[src/core/dpfd_map.svh]
// Constants of the data port fence and descriptor decode ends
`ifndef DPFD_MAP_SVH
`define DPFD_MAP_SVH
// ==========================================
// Special surface table index entries
`define DPFD_STI_FLAT 8'hFF
`define DPFD_STI_SLM 8'hFE
`define DPFD_STI_BINDLESS 8'hFC
`define DPFD_STI_RSV_LO 8'hF0
`define DPFD_STI_RSV_HI 8'hFB
// ==========================================
// Extended descriptor fields
`define DPFD_SIDEBAND_SCALED_OFFSET_FIELD_MSB 31
`define DPFD_SIDEBAND_SCALED_OFFSET_FIELD_LSB 16
`define DPFD_SSO_MSB 31
`define DPFD_SSO_LSB 6
// ==========================================
// Message types and ports
`define DPFD_MT_QUERY 5'h1D
`define DPFD_MT_FENCE 5'h07
`define DPFD_MT_MMB_READ 5'h04
`define DPFD_MT_GREAD 5'h01
`define DPFD_MT_WIDE_BIT 4
`define DPFD_PORT_NOIDX 2'h2
`define DPFD_PORT_GLOBAL 2'h1
// ==========================================
// Limits, alignment and reset values
`define DPFD_LOD_LIMIT 5'h0F
`define DPFD_BASE_ALIGN_MASK 6'h1F
`define DPFD_PITCH_ALIGN_MASK 6'h3F
`define DPFD_FLUSH_ALL 3'h7
`define DPFD_CNT_RST 4'h0
`endif

[src/core/dpfd_pkg.sv]
// Types shared by the data port fence and descriptor decode ends
package dpfd_pkg;
  typedef logic [1:0] dpfd_thr_t;
  typedef enum logic [2:0] {MDL_TABLE, MDL_FLAT32, MDL_FLAT64, MDL_SLM, MDL_BINDLESS,
    MDL_RSV} dpfd_model_e;
  typedef enum logic [1:0] {RSP_QUERY, RSP_FENCE, RSP_MERGED} dpfd_rsp_e;
  typedef enum logic [1:0] {CMD_ACCESS, CMD_QUERY, CMD_FENCE, CMD_WBREAD} dpfd_cmd_e;
  typedef enum logic [2:0] {SND_IDLE, SND_ISSUE, SND_WAIT_RSP, SND_WAIT_CMPL, SND_WB_SETTLE,
    SND_WB_WAIT} dpfd_snd_st_e;
  typedef struct packed {
    logic [7:0] fmt;
    logic [2:0] stype;
    logic [13:0] width;
    logic [13:0] height;
    logic [10:0] depth;
    logic [3:0] mip_level_count;
    logic [3:0] minimum_detail_level;
  } dpfd_surf_s;
  typedef struct packed {
    dpfd_surf_s [3:0] surf;
    logic [3:0][3:0] out_cnt;
    logic [3:0] fence_pend;
    logic [3:0] wb_wait;
    logic [3:0] block;
    logic rsp_valid;
    dpfd_thr_t rsp_thread;
    dpfd_rsp_e rsp_kind;
    logic [127:0] rsp_data;
    logic cmpl_valid;
    dpfd_thr_t cmpl_thread;
    logic mem_valid;
    dpfd_thr_t mem_thread;
    dpfd_model_e mem_model;
    logic [31:0] mem_addr;
    logic flush_valid;
    logic [2:0] flush_mask;
  } dpfd_dev_state_s;
  typedef struct packed {
    dpfd_snd_st_e st;
    dpfd_cmd_e kind;
    logic follow;
    logic req_valid;
    dpfd_thr_t thr;
    logic [1:0] port;
    logic [4:0] mtype;
    logic hdr;
    logic [7:0] sti;
    logic [31:0] exdesc;
    logic [3:0] detail_level;
    logic [2:0] flush;
    logic [2:0] rpc;
    logic [4:0] sub_register_offset;
    logic [5:0] width;
    logic wb_read;
    logic cmd_ready;
    logic res_valid;
    logic res_err;
    logic [127:0] res_data;
  } dpfd_snd_state_s;
endpackage : dpfd_pkg

[src/core/dpfd_link_if.sv]
// Message link between shader threads and the data port
`timescale 1ns/1ps
`default_nettype none
interface dpfd_link_if;
  import dpfd_pkg::*;
  logic req_valid;
  dpfd_thr_t req_thread;
  logic [1:0] req_port;
  logic [4:0] req_type;
  logic req_hdr;
  logic [7:0] req_sti;
  logic [31:0] req_exdesc;
  logic [3:0] req_lod;
  logic [2:0] req_flush;
  logic [2:0] req_rpc;
  logic [4:0] req_sro;
  logic [5:0] req_width;
  logic wb_read;
  dpfd_thr_t wb_thread;
  logic [3:0] dev_block;
  logic rsp_valid;
  dpfd_thr_t rsp_thread;
  dpfd_rsp_e rsp_kind;
  logic [127:0] rsp_data;
  logic cmpl_valid;
  dpfd_thr_t cmpl_thread;
  modport dev (
    input req_valid, req_thread, req_port, req_type, req_hdr, req_sti, req_exdesc,
    input req_lod, req_flush, req_rpc, req_sro, req_width, wb_read, wb_thread,
    output dev_block, rsp_valid, rsp_thread, rsp_kind, rsp_data, cmpl_valid, cmpl_thread
  );
  modport snd (
    output req_valid, req_thread, req_port, req_type, req_hdr, req_sti, req_exdesc,
    output req_lod, req_flush, req_rpc, req_sro, req_width, wb_read, wb_thread,
    input dev_block, rsp_valid, rsp_thread, rsp_kind, rsp_data, cmpl_valid, cmpl_thread
  );
endinterface : dpfd_link_if
`default_nettype wire

[src/core/dpfd_dev_end.sv]
// Data port end: descriptor decode, surface query and per-thread fence
`timescale 1ns/1ps
`default_nettype none
`include "dpfd_map.svh"
// Contract
// - Detail level valid: below count, sum below 15
// - Invalid detail level zeroes width height depth
// - Query returns format type width height depth
// - Query ignores mask, no coordinate bounds checks
// - Query has no header; decode without it
// - Base address 48 bits zero-extended to 64
// - Fence blocks thread until earlier messages done
// - Fence completion writes undefined writeback value
// - Writeback read stalls thread until observable
// - Flush in mixed partition flushes whole partition
// - Sender follows flushing fence with global read
// - Index 255 flat model, 254 shared memory
// - Index 252 bindless, surface from offset field
// - Indices 240 to 251 are reserved
// - Index-less port: header flag and offset choose
// - Scaled offset lives in extended bits 31:16
// - Decode fields by message type and port
// - Merged block: base 32B, linear pitch 64B
// - Merged block: pair or pixel-size alignment
// - Fence orders shared memory outside fault mode
// - Merged read placed by pitch and offset
module dpfd_dev_end (
  input wire logic clk_sys,
  input wire logic srst,
  dpfd_link_if.dev lnk,
  input wire logic ss_we,
  input wire logic [1:0] ss_idx,
  input wire dpfd_pkg::dpfd_surf_s ss_wdata,
  input wire logic [47:0] ibase,
  input wire logic part_mixed,
  input wire logic mem_done,
  input wire dpfd_pkg::dpfd_thr_t mem_done_thread,
  output logic mem_valid,
  output dpfd_pkg::dpfd_thr_t mem_thread,
  output dpfd_pkg::dpfd_model_e mem_model,
  output logic [31:0] mem_addr,
  output logic flush_valid,
  output logic [2:0] flush_mask
);
  import dpfd_pkg::*;

  // ==========================================
  // Decode helpers
  function automatic dpfd_model_e addr_model(input logic [1:0] port, input logic hdr,
      input logic [4:0] mtype, input logic [7:0] sti);
    dpfd_model_e m;
    m = MDL_TABLE;
    if (port == `DPFD_PORT_NOIDX) begin
      // Header flag picks the model
      m = hdr ? MDL_FLAT32 : MDL_SLM;
    end else if (sti == `DPFD_STI_FLAT) begin
      m = mtype[`DPFD_MT_WIDE_BIT] ? MDL_FLAT64 : MDL_FLAT32;
    end else if (sti == `DPFD_STI_SLM) begin
      m = MDL_SLM;
    end else if (sti == `DPFD_STI_BINDLESS) begin
      m = MDL_BINDLESS;
    end else if (sti >= `DPFD_STI_RSV_LO && sti <= `DPFD_STI_RSV_HI) begin
      // Reserved entries are dropped rather than guessed at
      m = MDL_RSV;
    end
    return m;
  endfunction : addr_model

  function automatic logic [7:0] row_stride(input logic [2:0] rpc, input logic [5:0] width);
    logic [7:0] unit;
    logic [7:0] w;
    unit = {3'h0, rpc, 2'h0};
    w = {2'h0, width};
    if (rpc == 3'h0) begin
      return w;
    end
    return ((w + unit - 8'h01) / unit) * unit;
  endfunction : row_stride

  // ==========================================
  // State
  dpfd_dev_state_s s_ff;
  dpfd_dev_state_s nxt_s;

  always_comb begin
    dpfd_model_e mdl;
    dpfd_surf_s sf;
    logic tk;
    logic lod_ok;
    logic [4:0] lod_sum;
    logic found;
    nxt_s = s_ff;
    mdl = addr_model(lnk.req_port, lnk.req_hdr, lnk.req_type, lnk.req_sti);
    sf = s_ff.surf[lnk.req_sti[1:0]];
    tk = lnk.req_valid && !s_ff.block[lnk.req_thread];
    lod_sum = {1'b0, sf.minimum_detail_level} + {1'b0, lnk.req_lod};
    lod_ok = (lnk.req_lod < sf.mip_level_count) && (lod_sum < `DPFD_LOD_LIMIT);
    found = 1'b0;
    nxt_s.rsp_valid = 1'b0;
    nxt_s.cmpl_valid = 1'b0;
    nxt_s.mem_valid = 1'b0;
    nxt_s.flush_valid = 1'b0;
    if (ss_we) begin
      nxt_s.surf[ss_idx] = ss_wdata;
    end
    // Memory completions; shared memory counts too
    if (mem_done && s_ff.out_cnt[mem_done_thread] != `DPFD_CNT_RST) begin
      nxt_s.out_cnt[mem_done_thread] = s_ff.out_cnt[mem_done_thread] - 4'h1;
      nxt_s.cmpl_valid = 1'b1;
      nxt_s.cmpl_thread = mem_done_thread;
    end
    if (tk) begin
      unique case (lnk.req_type)
        `DPFD_MT_QUERY: begin
          // Header and coordinates unused here
          nxt_s.rsp_valid = 1'b1;
          nxt_s.rsp_thread = lnk.req_thread;
          nxt_s.rsp_kind = RSP_QUERY;
          nxt_s.rsp_data = {sf.fmt, sf.stype,
            lod_ok ? sf.width : 14'h0000,
            lod_ok ? sf.height : 14'h0000,
            lod_ok ? sf.depth : 11'h000,
            14'h0000, 16'h0000, ibase};
        end
        `DPFD_MT_FENCE: begin
          nxt_s.fence_pend[lnk.req_thread] = 1'b1;
          if (lnk.req_flush != 3'h0) begin
            nxt_s.flush_valid = 1'b1;
            nxt_s.flush_mask = part_mixed ? `DPFD_FLUSH_ALL : lnk.req_flush;
          end
        end
        default: begin
          if (mdl != MDL_RSV) begin
            nxt_s.mem_valid = 1'b1;
            nxt_s.mem_thread = lnk.req_thread;
            nxt_s.mem_model = mdl;
            unique case (mdl)
              MDL_BINDLESS: nxt_s.mem_addr = {6'h00,
                lnk.req_exdesc[`DPFD_SSO_MSB:`DPFD_SSO_LSB]};
              MDL_FLAT32, MDL_SLM, MDL_FLAT64: nxt_s.mem_addr =
                (lnk.req_port == `DPFD_PORT_NOIDX) ? {16'h0000,
                lnk.req_exdesc[`DPFD_SIDEBAND_SCALED_OFFSET_FIELD_MSB:`DPFD_SIDEBAND_SCALED_OFFSET_FIELD_LSB]} : 32'h00000000;
              default: nxt_s.mem_addr = {24'h000000, lnk.req_sti};
            endcase
            nxt_s.out_cnt[lnk.req_thread] = nxt_s.out_cnt[lnk.req_thread] + 4'h1;
            if (lnk.req_type == `DPFD_MT_MMB_READ) begin
              // Rows one stride apart from the offset
              nxt_s.rsp_valid = 1'b1;
              nxt_s.rsp_thread = lnk.req_thread;
              nxt_s.rsp_kind = RSP_MERGED;
              nxt_s.rsp_data = {112'h0, 3'h0, lnk.req_sro,
                row_stride(lnk.req_rpc, lnk.req_width)};
            end
          end
        end
      endcase
    end
    // Fence done at zero outstanding; one answer a cycle
    for (int t = 0; t < 4; t++) begin
      if (!nxt_s.rsp_valid && !found && s_ff.fence_pend[t] &&
          s_ff.out_cnt[t] == `DPFD_CNT_RST) begin
        found = 1'b1;
        nxt_s.fence_pend[t] = 1'b0;
        nxt_s.rsp_valid = 1'b1;
        nxt_s.rsp_thread = dpfd_thr_t'(t);
        nxt_s.rsp_kind = RSP_FENCE;
        nxt_s.rsp_data = 128'h0;
      end
    end
    for (int t = 0; t < 4; t++) begin
      if (s_ff.out_cnt[t] == `DPFD_CNT_RST) begin
        nxt_s.wb_wait[t] = 1'b0;
      end
    end
    if (lnk.wb_read && s_ff.out_cnt[lnk.wb_thread] != `DPFD_CNT_RST) begin
      nxt_s.wb_wait[lnk.wb_thread] = 1'b1;
    end
    // Only the owning thread stalls; others keep issuing
    nxt_s.block = nxt_s.fence_pend | nxt_s.wb_wait;
  end

  always_ff @(posedge clk_sys) begin
    if (srst) begin
      s_ff <= '0;
    end else begin
      s_ff <= nxt_s;
    end
  end

  // ==========================================
  // Outputs
  assign lnk.dev_block = s_ff.block;
  assign lnk.rsp_valid = s_ff.rsp_valid;
  assign lnk.rsp_thread = s_ff.rsp_thread;
  assign lnk.rsp_kind = s_ff.rsp_kind;
  assign lnk.rsp_data = s_ff.rsp_data;
  assign lnk.cmpl_valid = s_ff.cmpl_valid;
  assign lnk.cmpl_thread = s_ff.cmpl_thread;
  assign mem_valid = s_ff.mem_valid;
  assign mem_thread = s_ff.mem_thread;
  assign mem_model = s_ff.mem_model;
  assign mem_addr = s_ff.mem_addr;
  assign flush_valid = s_ff.flush_valid;
  assign flush_mask = s_ff.flush_mask;
endmodule : dpfd_dev_end
`default_nettype wire

[src/flat_wrapper.sv]
// flat-port wrapper written by rule: the top's interface ports become plain ports
module dpfd_dev_end_flat import dpfd_pkg::*;
  (clk_sys, srst, ss_we, ss_idx, ss_wdata, ibase, part_mixed, mem_done, mem_done_thread, mem_valid, mem_thread, mem_model, mem_addr, flush_valid, flush_mask, lnk_req_valid, lnk_req_thread, lnk_req_port, lnk_req_type, lnk_req_hdr, lnk_req_sti, lnk_req_exdesc, lnk_req_lod, lnk_req_flush, lnk_req_rpc, lnk_req_sro, lnk_req_width, lnk_wb_read, lnk_wb_thread, lnk_dev_block, lnk_rsp_valid, lnk_rsp_thread, lnk_rsp_kind, lnk_rsp_data, lnk_cmpl_valid, lnk_cmpl_thread);
  dpfd_link_if lnk_i ();
  input wire logic clk_sys;
  input wire logic srst;
  input wire logic ss_we;
  input wire logic [1:0] ss_idx;
  input wire dpfd_pkg::dpfd_surf_s ss_wdata;
  input wire logic [47:0] ibase;
  input wire logic part_mixed;
  input wire logic mem_done;
  input wire dpfd_pkg::dpfd_thr_t mem_done_thread;
  output logic mem_valid;
  output dpfd_pkg::dpfd_thr_t mem_thread;
  output dpfd_pkg::dpfd_model_e mem_model;
  output logic [31:0] mem_addr;
  output logic flush_valid;
  output logic [2:0] flush_mask;
  input wire logic [$bits(lnk_i.req_valid)-1:0] lnk_req_valid;
  input wire logic [$bits(lnk_i.req_thread)-1:0] lnk_req_thread;
  input wire logic [$bits(lnk_i.req_port)-1:0] lnk_req_port;
  input wire logic [$bits(lnk_i.req_type)-1:0] lnk_req_type;
  input wire logic [$bits(lnk_i.req_hdr)-1:0] lnk_req_hdr;
  input wire logic [$bits(lnk_i.req_sti)-1:0] lnk_req_sti;
  input wire logic [$bits(lnk_i.req_exdesc)-1:0] lnk_req_exdesc;
  input wire logic [$bits(lnk_i.req_lod)-1:0] lnk_req_lod;
  input wire logic [$bits(lnk_i.req_flush)-1:0] lnk_req_flush;
  input wire logic [$bits(lnk_i.req_rpc)-1:0] lnk_req_rpc;
  input wire logic [$bits(lnk_i.req_sro)-1:0] lnk_req_sro;
  input wire logic [$bits(lnk_i.req_width)-1:0] lnk_req_width;
  input wire logic [$bits(lnk_i.wb_read)-1:0] lnk_wb_read;
  input wire logic [$bits(lnk_i.wb_thread)-1:0] lnk_wb_thread;
  output wire logic [$bits(lnk_i.dev_block)-1:0] lnk_dev_block;
  output wire logic [$bits(lnk_i.rsp_valid)-1:0] lnk_rsp_valid;
  output wire logic [$bits(lnk_i.rsp_thread)-1:0] lnk_rsp_thread;
  output wire logic [$bits(lnk_i.rsp_kind)-1:0] lnk_rsp_kind;
  output wire logic [$bits(lnk_i.rsp_data)-1:0] lnk_rsp_data;
  output wire logic [$bits(lnk_i.cmpl_valid)-1:0] lnk_cmpl_valid;
  output wire logic [$bits(lnk_i.cmpl_thread)-1:0] lnk_cmpl_thread;
  assign lnk_i.req_valid = lnk_req_valid;
  assign lnk_i.req_thread = lnk_req_thread;
  assign lnk_i.req_port = lnk_req_port;
  assign lnk_i.req_type = lnk_req_type;
  assign lnk_i.req_hdr = lnk_req_hdr;
  assign lnk_i.req_sti = lnk_req_sti;
  assign lnk_i.req_exdesc = lnk_req_exdesc;
  assign lnk_i.req_lod = lnk_req_lod;
  assign lnk_i.req_flush = lnk_req_flush;
  assign lnk_i.req_rpc = lnk_req_rpc;
  assign lnk_i.req_sro = lnk_req_sro;
  assign lnk_i.req_width = lnk_req_width;
  assign lnk_i.wb_read = lnk_wb_read;
  assign lnk_i.wb_thread = lnk_wb_thread;
  assign lnk_dev_block = lnk_i.dev_block;
  assign lnk_rsp_valid = lnk_i.rsp_valid;
  assign lnk_rsp_thread = lnk_i.rsp_thread;
  assign lnk_rsp_kind = lnk_i.rsp_kind;
  assign lnk_rsp_data = lnk_i.rsp_data;
  assign lnk_cmpl_valid = lnk_i.cmpl_valid;
  assign lnk_cmpl_thread = lnk_i.cmpl_thread;
  dpfd_dev_end u_core (.clk_sys(clk_sys), .srst(srst), .lnk(lnk_i), .ss_we(ss_we), .ss_idx(ss_idx), .ss_wdata(ss_wdata), .ibase(ibase), .part_mixed(part_mixed), .mem_done(mem_done), .mem_done_thread(mem_done_thread), .mem_valid(mem_valid), .mem_thread(mem_thread), .mem_model(mem_model), .mem_addr(mem_addr), .flush_valid(flush_valid), .flush_mask(flush_mask));
endmodule
[config.mk]
export PLATFORM = sky130hd
export DESIGN_NAME = dpfd_dev_end_flat
export DESIGN_NICKNAME = d
export VERILOG_FILES = /design/src/core/dpfd_pkg.sv /design/src/core/dpfd_link_if.sv /design/src/core/dpfd_dev_end.sv /design/src/flat_wrapper.sv
export VERILOG_INCLUDE_DIRS = /design/src /design/src/core
export SDC_FILE = /design/constraint.sdc
export NUM_CORES = 1
export LEC_CHECK = 0
export ABC_AREA = 1
export BUFFER_PORTS_ARGS = -buffer_cell sky130_fd_sc_hd__buf_2
export CAP_MARGIN = 10
export CORE_ASPECT_RATIO = 0.5
export CORE_MARGIN = 5
export CORE_UTILIZATION = 31
export DETAILED_ROUTE_END_ITERATION = 12
export PLACE_DENSITY = 0.57
export SLEW_MARGIN = 20
export SYNTH_ARGS = -nofsm -noshare
export SYNTH_HDL_FRONTEND = slang
export SYNTH_SLANG_ARGS = --single-unit
[constraint.sdc]
create_clock -name clk_sys -period 10.2 [get_ports clk_sys]
set_input_delay 1.02 -clock clk_sys [delete_from_list [all_inputs] [get_ports clk_sys]]
set_output_delay 1.02 -clock clk_sys [all_outputs]
set_load 0.02 [all_outputs]
# --- Yosys cells after proc, flatten, opt, wreduce, memory -nomap -nowiden ---
# Index checks and enable logic that the tools add are counted.
totals:
  in_bits: 190
  wordCells: 208
  reg_bits: 438
  out_inout_bits: 182
op_classes:
  muxes: 71
  add_sub_neg: 5
  order_cmp: 13
  div: 1
  n_mul: 1
  n_bitwise: 6
  reduce_logical: 50
  eq_ne: 13
ops:
  columns: ["operator", "n"]
  rows:
  - ["two-way mux 133 bit", 7]
  - ["case mux 133 bit (2 select lines)", 1]
  - ["bitwise mux 232 bit", 1]
  - ["binary-select mux 58 bit (select 2 bit)", 1]
  - ["demux 58 bit (select 2 bit)", 1]
  - ["two-way mux 58 bit", 2]
  - ["two-way mux 16 bit", 4]
  - ["case mux 32 bit (2 select lines)", 1]
  - ["two-way mux 38 bit", 1]
  - ["bitwise mux 16 bit", 2]
  - ["two-way mux 4 bit", 8]
  - ["two-way mux 14 bit", 2]
  - ["binary-select mux 4 bit (select 2 bit)", 3]
  - ["equality test 8 bit (second input constant)", 3]
  - ["two-way mux 3 bit", 7]
  - ["logical AND 1 bit", 20]
  - ["two-way mux 20 bit", 1]
  - ["two-way mux 1 bit", 19]
  - ["demux 4 bit (select 2 bit)", 2]
  - ["logical NOT 4 bit", 4]
  - ["two-way mux 8 bit", 2]
  - ["< comparator 2 x 3 -> 1 bit (second input constant)", 5]
  - ["OR 4 bit", 3]
  - ["nonzero test 6 bit", 2]
  - ["other kinds (37)", 58]

# --- Depth between registers and ports, before layout ---
depth:
  depth_word: 36
  depth_mapped: 68
  depth_no_buf: 68

# --- Least setup slack after synthesis ---
# Ideal clock, no wire load.
synth_timing:
  path_type: "input to register"
  start: "input lnk_req_width[2]"
  end: "register u_core.s_ff, in the netlist u_core.lnk.rsp_data[6]"
  path_buffers: 0
  setup_time_ns: 0.116
  path_slack_ns: 0.942
  cell_stages: 65
  required_ns: 10.084
  t_arrival_ns: 9.142
  path_cell_list: "ha_1 > fa_1 > inv_1 > nand3_1 > nor2_1 > nand3_1 > inv_1 > ha_1 > o211ai_1 > nand2_1 > nand2_1 > inv_1 > ha_1 > inv_1 > o21bai_1 > nand2_1 > inv_1 > nand2_1 > (+29 left out) > a21oi_1 > nand2_1 > a21oi_1 > nand2_1 > inv_1 > nand2_1 > inv_1 > nand3_1 > nand2_1 > fa_1 > inv_1 > ha_1 > fa_1 > xor2_1 > a22oi_1 > nor2_1 > a21oi_1 > nor2_1"
synth_via:
  elab_chain_len: 8
synth_lines:
  columns: ["element", "line", "text"]
  rows:
  - ["start: declaration", "flat_wrapper.sv:31", "input wire logic [$bits(lnk_i.req_width)-1:0] lnk_req_width;"]
  - ["adder 6 x 5 -> 7 bit", "dpfd_dev_end.sv:77", "return ((w + unit - 8'h01) / unit) * unit;"]
  - ["subtractor 8 x 1 -> 8 bit", "dpfd_dev_end.sv:77", null]
  - ["divider 8 x 5 -> 8 bit", "dpfd_dev_end.sv:77", null]
  - ["multiplier 8 x 3 -> 6 bit", "dpfd_dev_end.sv:77", null]
  - ["two-way mux 8 bit", "dpfd_dev_end.sv:77", null]
  - ["two-way mux 133 bit", "dpfd_dev_end.sv:146", "if (lnk.req_type == `DPFD_MT_MMB_READ) begin"]
  - ["two-way mux 133 bit", "dpfd_dev_end.sv:133", "if (mdl != MDL_RSV) begin"]
  - ["case mux 133 bit (2 select lines)", "dpfd_dev_end.sv:113", "unique case (lnk.req_type)"]
  - ["end signal: assignment", "dpfd_dev_end.sv:186", "s_ff <= nxt_s;"]
  - ["end: declaration", "dpfd_dev_end.sv:82", "dpfd_dev_state_s s_ff;"]
# No other way between the ends. The select of a mux whose other input is x is not followed.
# A chain may end at the register's enable or synchronous reset.

# --- Worst setup path after layout ---
layout_timing:
  start: "input lnk_req_rpc[0]"
  end: "register u_core.s_ff, in the netlist u_core.lnk.rsp_data[5]"
layout_via:
  elab_chain_len: 10
  elab_cells_between_ends: 14
  classes_between: "2 x add/sub; 1 x mul; 1 x div; 9 x mux; 1 x reduce/logical"
layout_lines:
  columns: ["element", "line", "text"]
  rows:
  - ["start: declaration", "flat_wrapper.sv:29", "input wire logic [$bits(lnk_i.req_rpc)-1:0] lnk_req_rpc;"]
  - ["branches (longest 6 deep; another with subtractor 8 x 1 -> 8 bit)", null, null]
  - ["two-way mux 8 bit (*)", "dpfd_dev_end.sv:77", null]
  - ["two-way mux 133 bit (*)", "dpfd_dev_end.sv:146", null]
  - ["two-way mux 133 bit (*)", "dpfd_dev_end.sv:133", null]
  - ["case mux 133 bit (2 select lines) (*)", "dpfd_dev_end.sv:113", null]
# Every way passes the cells marked *. The select of a mux whose other input is x is not followed.

==> impl_metrics.json <==
{
  "status": "completed",
  "overflow": 0,
  "tightest_slew_ns": 1.09,
  "drt-wirelength-per-cell_microns": 16.8,
  "grt_max_degree": 105,
  "final_hold_viol_count": 0,
  "drive_above_1_share_pct": 16.9,
  "viasPerCell": 4.86,
  "num_vias": 17800,
  "critPathMaxFanout": 7,
  "grt_usage_pct": 17.1,
  "rows": 65,
  "initial_core_util_pct": 31.1,
  "powerDensity_nw_per_um2": 179,
  "slowest_delay_ns": 0.48,
  "switchingPower_mw": 1.16,
  "cp-start-kind": "primary input",
  "cts_sinks": 402,
  "netlist_top_cells_area": "dfxtp_1 (41%), o21ai_0 (9.1%), nor2_1 (7.1%)",
  "switching_share_pct": 29.6,
  "min_period_ns": 9.34,
  "port_buffers": 329,
  "cts_buffers": 40,
  "min_path_type": "flop to flop",
  "synth_top_cell_by_area": "dfxtp_1",
  "globalplace.congestion": 0.839,
  "htreeDepth": 2,
  "syn_area_sq_um": 19600,
  "cts_tree": "built",
  "whs_ns": 0.447,
  "setup_viol": 0,
  "pwr-share-seq_pct": 42.3,
  "cp.required_ns": 10.61,
  "fmax_mhz": 107,
  "period_share_pct": 91.6,
  "grt_pass1_vias": 16800,
  "ant_nets": 0,
  "power_frac_comb_pct": 18.3,
  "fin_cells": 3654,
  "drtIter0Drc": 1243,
  "p_int_mw": 2.78,
  "max_cap_viol_count": 0,
  "synth_edf_count": 0,
  "coreArea_sq_um": 62800,
  "tns_ns": 0,
  "skew_ns": 0.0207,
  "avgSynthCellArea_sq_um": 7.25,
  "syn_to_final_growth_pct": 12.7,
  "drt_wl_total_microns": 61400,
  "cp_slowest_cell": "fa_1",
  "maxSlewHeadroom_pct": 27.5,
  "drtPass1Iterations": 5,
  "path_common_cell": "nand2_1",
  "dpl.cell_count": 3576,
  "crit_type": "primary input to flop",
  "cts_buffer_depth": 3,
  "synth.distinct_cells": 52,
  "rsz0062_at_grt": "no",
  "ys_ff_latch": 402,
  "synth_seq_area_share_pct": 41.1,
  "leakage_nw": 9.52,
  "synth-async-reset-ratio_pct": 0,
  "antenna_found_initial": 12,
  "fp.dieH_microns": 188,
  "grt_pass1_wl_microns": 95100,
  "clk_pin_slew_ns": 0.06,
  "drc": 0,
  "synth-main-ff-cell": "dfxtp_1",
  "ir_drop_uv": 123,
  "io_pins": 372,
  "clk_latency_ns": 0.56,
  "ctsRootBufferMaster": "clkbuf_16",
  "yosysTopAreaCellShare_pct": 41.1,
  "ys_warn_count": 0,
  "clkPwrFrac_pct": 39.4,
  "worst_setup_path_end_kind": "flop",
  "die_w_microns": 365,
  "nets": 3011,
  "dpl.hpwl_microns": 39400,
  "critPathArrivalTime_ns": 9.75,
  "drv_slew": 0,
  "die_area_sq_um": 68500,
  "synth_cells": 2698
}
## critical path: cells and delay by family
| family | cells | cell delay, ns |
|---|---|---|
| AOI/OAI and AO/OA | 13 | 1.78 |
| adders and majority gates | 11 | 3.25 |
| and+or+nand+nor | 26 | 2.37 |
| buffers and inverters | 17 | 1.32 |
## path summary, 6_finish.rpt
check / from / endpoint / slack, ns / depth (start not counted)
worst max-delay path: lnk_req_rpc[0] / u_core.lnk.rsp_data[5] / 0.86 / 67
worst min-delay path: u_core.s_ff[412] / u_core.s_ff[412] / 0.45 / 2
worst max register to register: u_core.lnk.dev_block[0] / u_core.lnk.rsp_data[10] / 5.64 / 17
worst min register to register: u_core.s_ff[412] / u_core.s_ff[412] / 0.45 / 2
## layout make-up
| cell class | count | area, sq um |
|---|---|---|
| repair buffers | 356 | 1850 |
| fillers | 6750 | 40700 |
| diodes | 7 | 17.5 |
| inverters | 258 | 977 |
| multi-input cells | 1724 | 8750 |
| clock inverters | 14 | 214 |
| well taps | 837 | 1050 |
| flip-flops and latches | 402 | 8050 |
| clock buffers | 56 | 1140 |
## cells in the mapped netlist, types with 2 or more instances
library cell  number
o211ai_1           5
o2111ai_1          2
nand2_2            3
nand3b_1           2
o22ai_1            5
xor2_1             5
inv_1            246
clkbuf_2           2
inv_2             10
dfxtp_1          402
clkbuf_1         138
nor2_1           372
nor3_2             2
a31oi_1           10
nand3_1          104
fa_1               6
nand4_1           42
buf_2             14
nand2_1          352
o21ai_0          354
a22oi_1           51
ha_1              33
o221ai_1          49
o31ai_1            8
buf_1             14
nor4_1             4
nor3_1             6
o311ai_0           8
a221oi_1           8
nor2_2            15
a21oi_1          217
xnor2_1            8
buf_6              3
buf_4            178
o21bai_1           3
## power by group through the flow
stage | Combinational (mW) | Clock (mW) | Sequential, mW
floorplan | 0.516 | 0 | 1.69
global placement | 0.696 | 0 | 1.70
detailed placement | 0.706 | 0 | 1.70
CTS | 0.709 | 1.60 | 1.67
global route | 0.819 | 1.66 | 1.67
finish | 0.722 | 1.55 | 1.67
## cells by family after synthesis
group,Yosys count,share of synthesized area (%)
AO/OA/AOI/OAI,728,21.0
buffers and inverters,607,15.3
multiplexers,1,0.0512
XOR/XNOR,13,0.582
adder cells (fa/ha/maj),39,2.73
other,1,0.0192
AND/OR/NAND/NOR,907,19.2
flip-flops,402,41.1
## routing by layer
metal	up-vias	routed length, microns	GRT usage [%]
met4	8	1430	5.17
met5	-	40	0
li1	8903	-	-
met3	101	2920	2.20
met2	405	31200	30.9
met1	8358	25900	21.2
## per-stage QoR
step	util (%)	total power [mW]	area, sq um	setup WS, ns
after floorplan	-	2.21	19700	0.942
after detailed placement	32.8	2.41	20600	0.000944
final	35.1	3.94	22000	0.860
after CTS	35.0	3.97	22000	0.577
after global routing	35.1	4.15	22000	0.00415
after global placement	32.8	2.40	20600	0.204
## cell usage in the layout (no fill, tap or decap), types with 8 or more instances in the layout
master / n
a21oi_1: 215
a221oi_1: 8
a22oi_1: 51
a31oi_1: 10
buf_2: 328
buf_4: 28
clkbuf_1: 8
clkbuf_16: 40
clkbuf_8: 8
clkinv_2: 8
conb_1: 36
dfxtp_1: 402
ha_1: 32
inv_1: 240
inv_2: 13
nand2_1: 349
nand3_1: 101
nand4_1: 42
nor2_1: 369
nor2_2: 16
o21ai_0: 353
o221ai_1: 49
o311ai_0: 8
o31ai_1: 8
xnor2_1: 8
## what timing repair did
| item | CTS | global route |
|---|---|---|
| hold buffers | 0 | 0 |
| setup endpoints to repair | 0 | 4 |
| resized for setup | 0 | 14 |
| setup buffers | 0 | 1 |
## sequential cells by signal, indices dropped and copies added, names as in the netlist
signal and count:
u_core.s_ff 256, u_core.lnk.rsp_data 98, u_core.mem_addr 26, u_core.lnk.dev_block 4, u_core.flush_mask 3, u_core.mem_model 3
u_core.lnk.cmpl_thread 2, u_core.lnk.rsp_kind 2, u_core.lnk.rsp_thread 2, u_core.mem_thread 2, u_core.flush_valid 1, u_core.lnk.cmpl_valid 1
u_core.lnk.rsp_valid 1, u_core.mem_valid 1
Note: power is estimated with default switching activity, not from simulation.
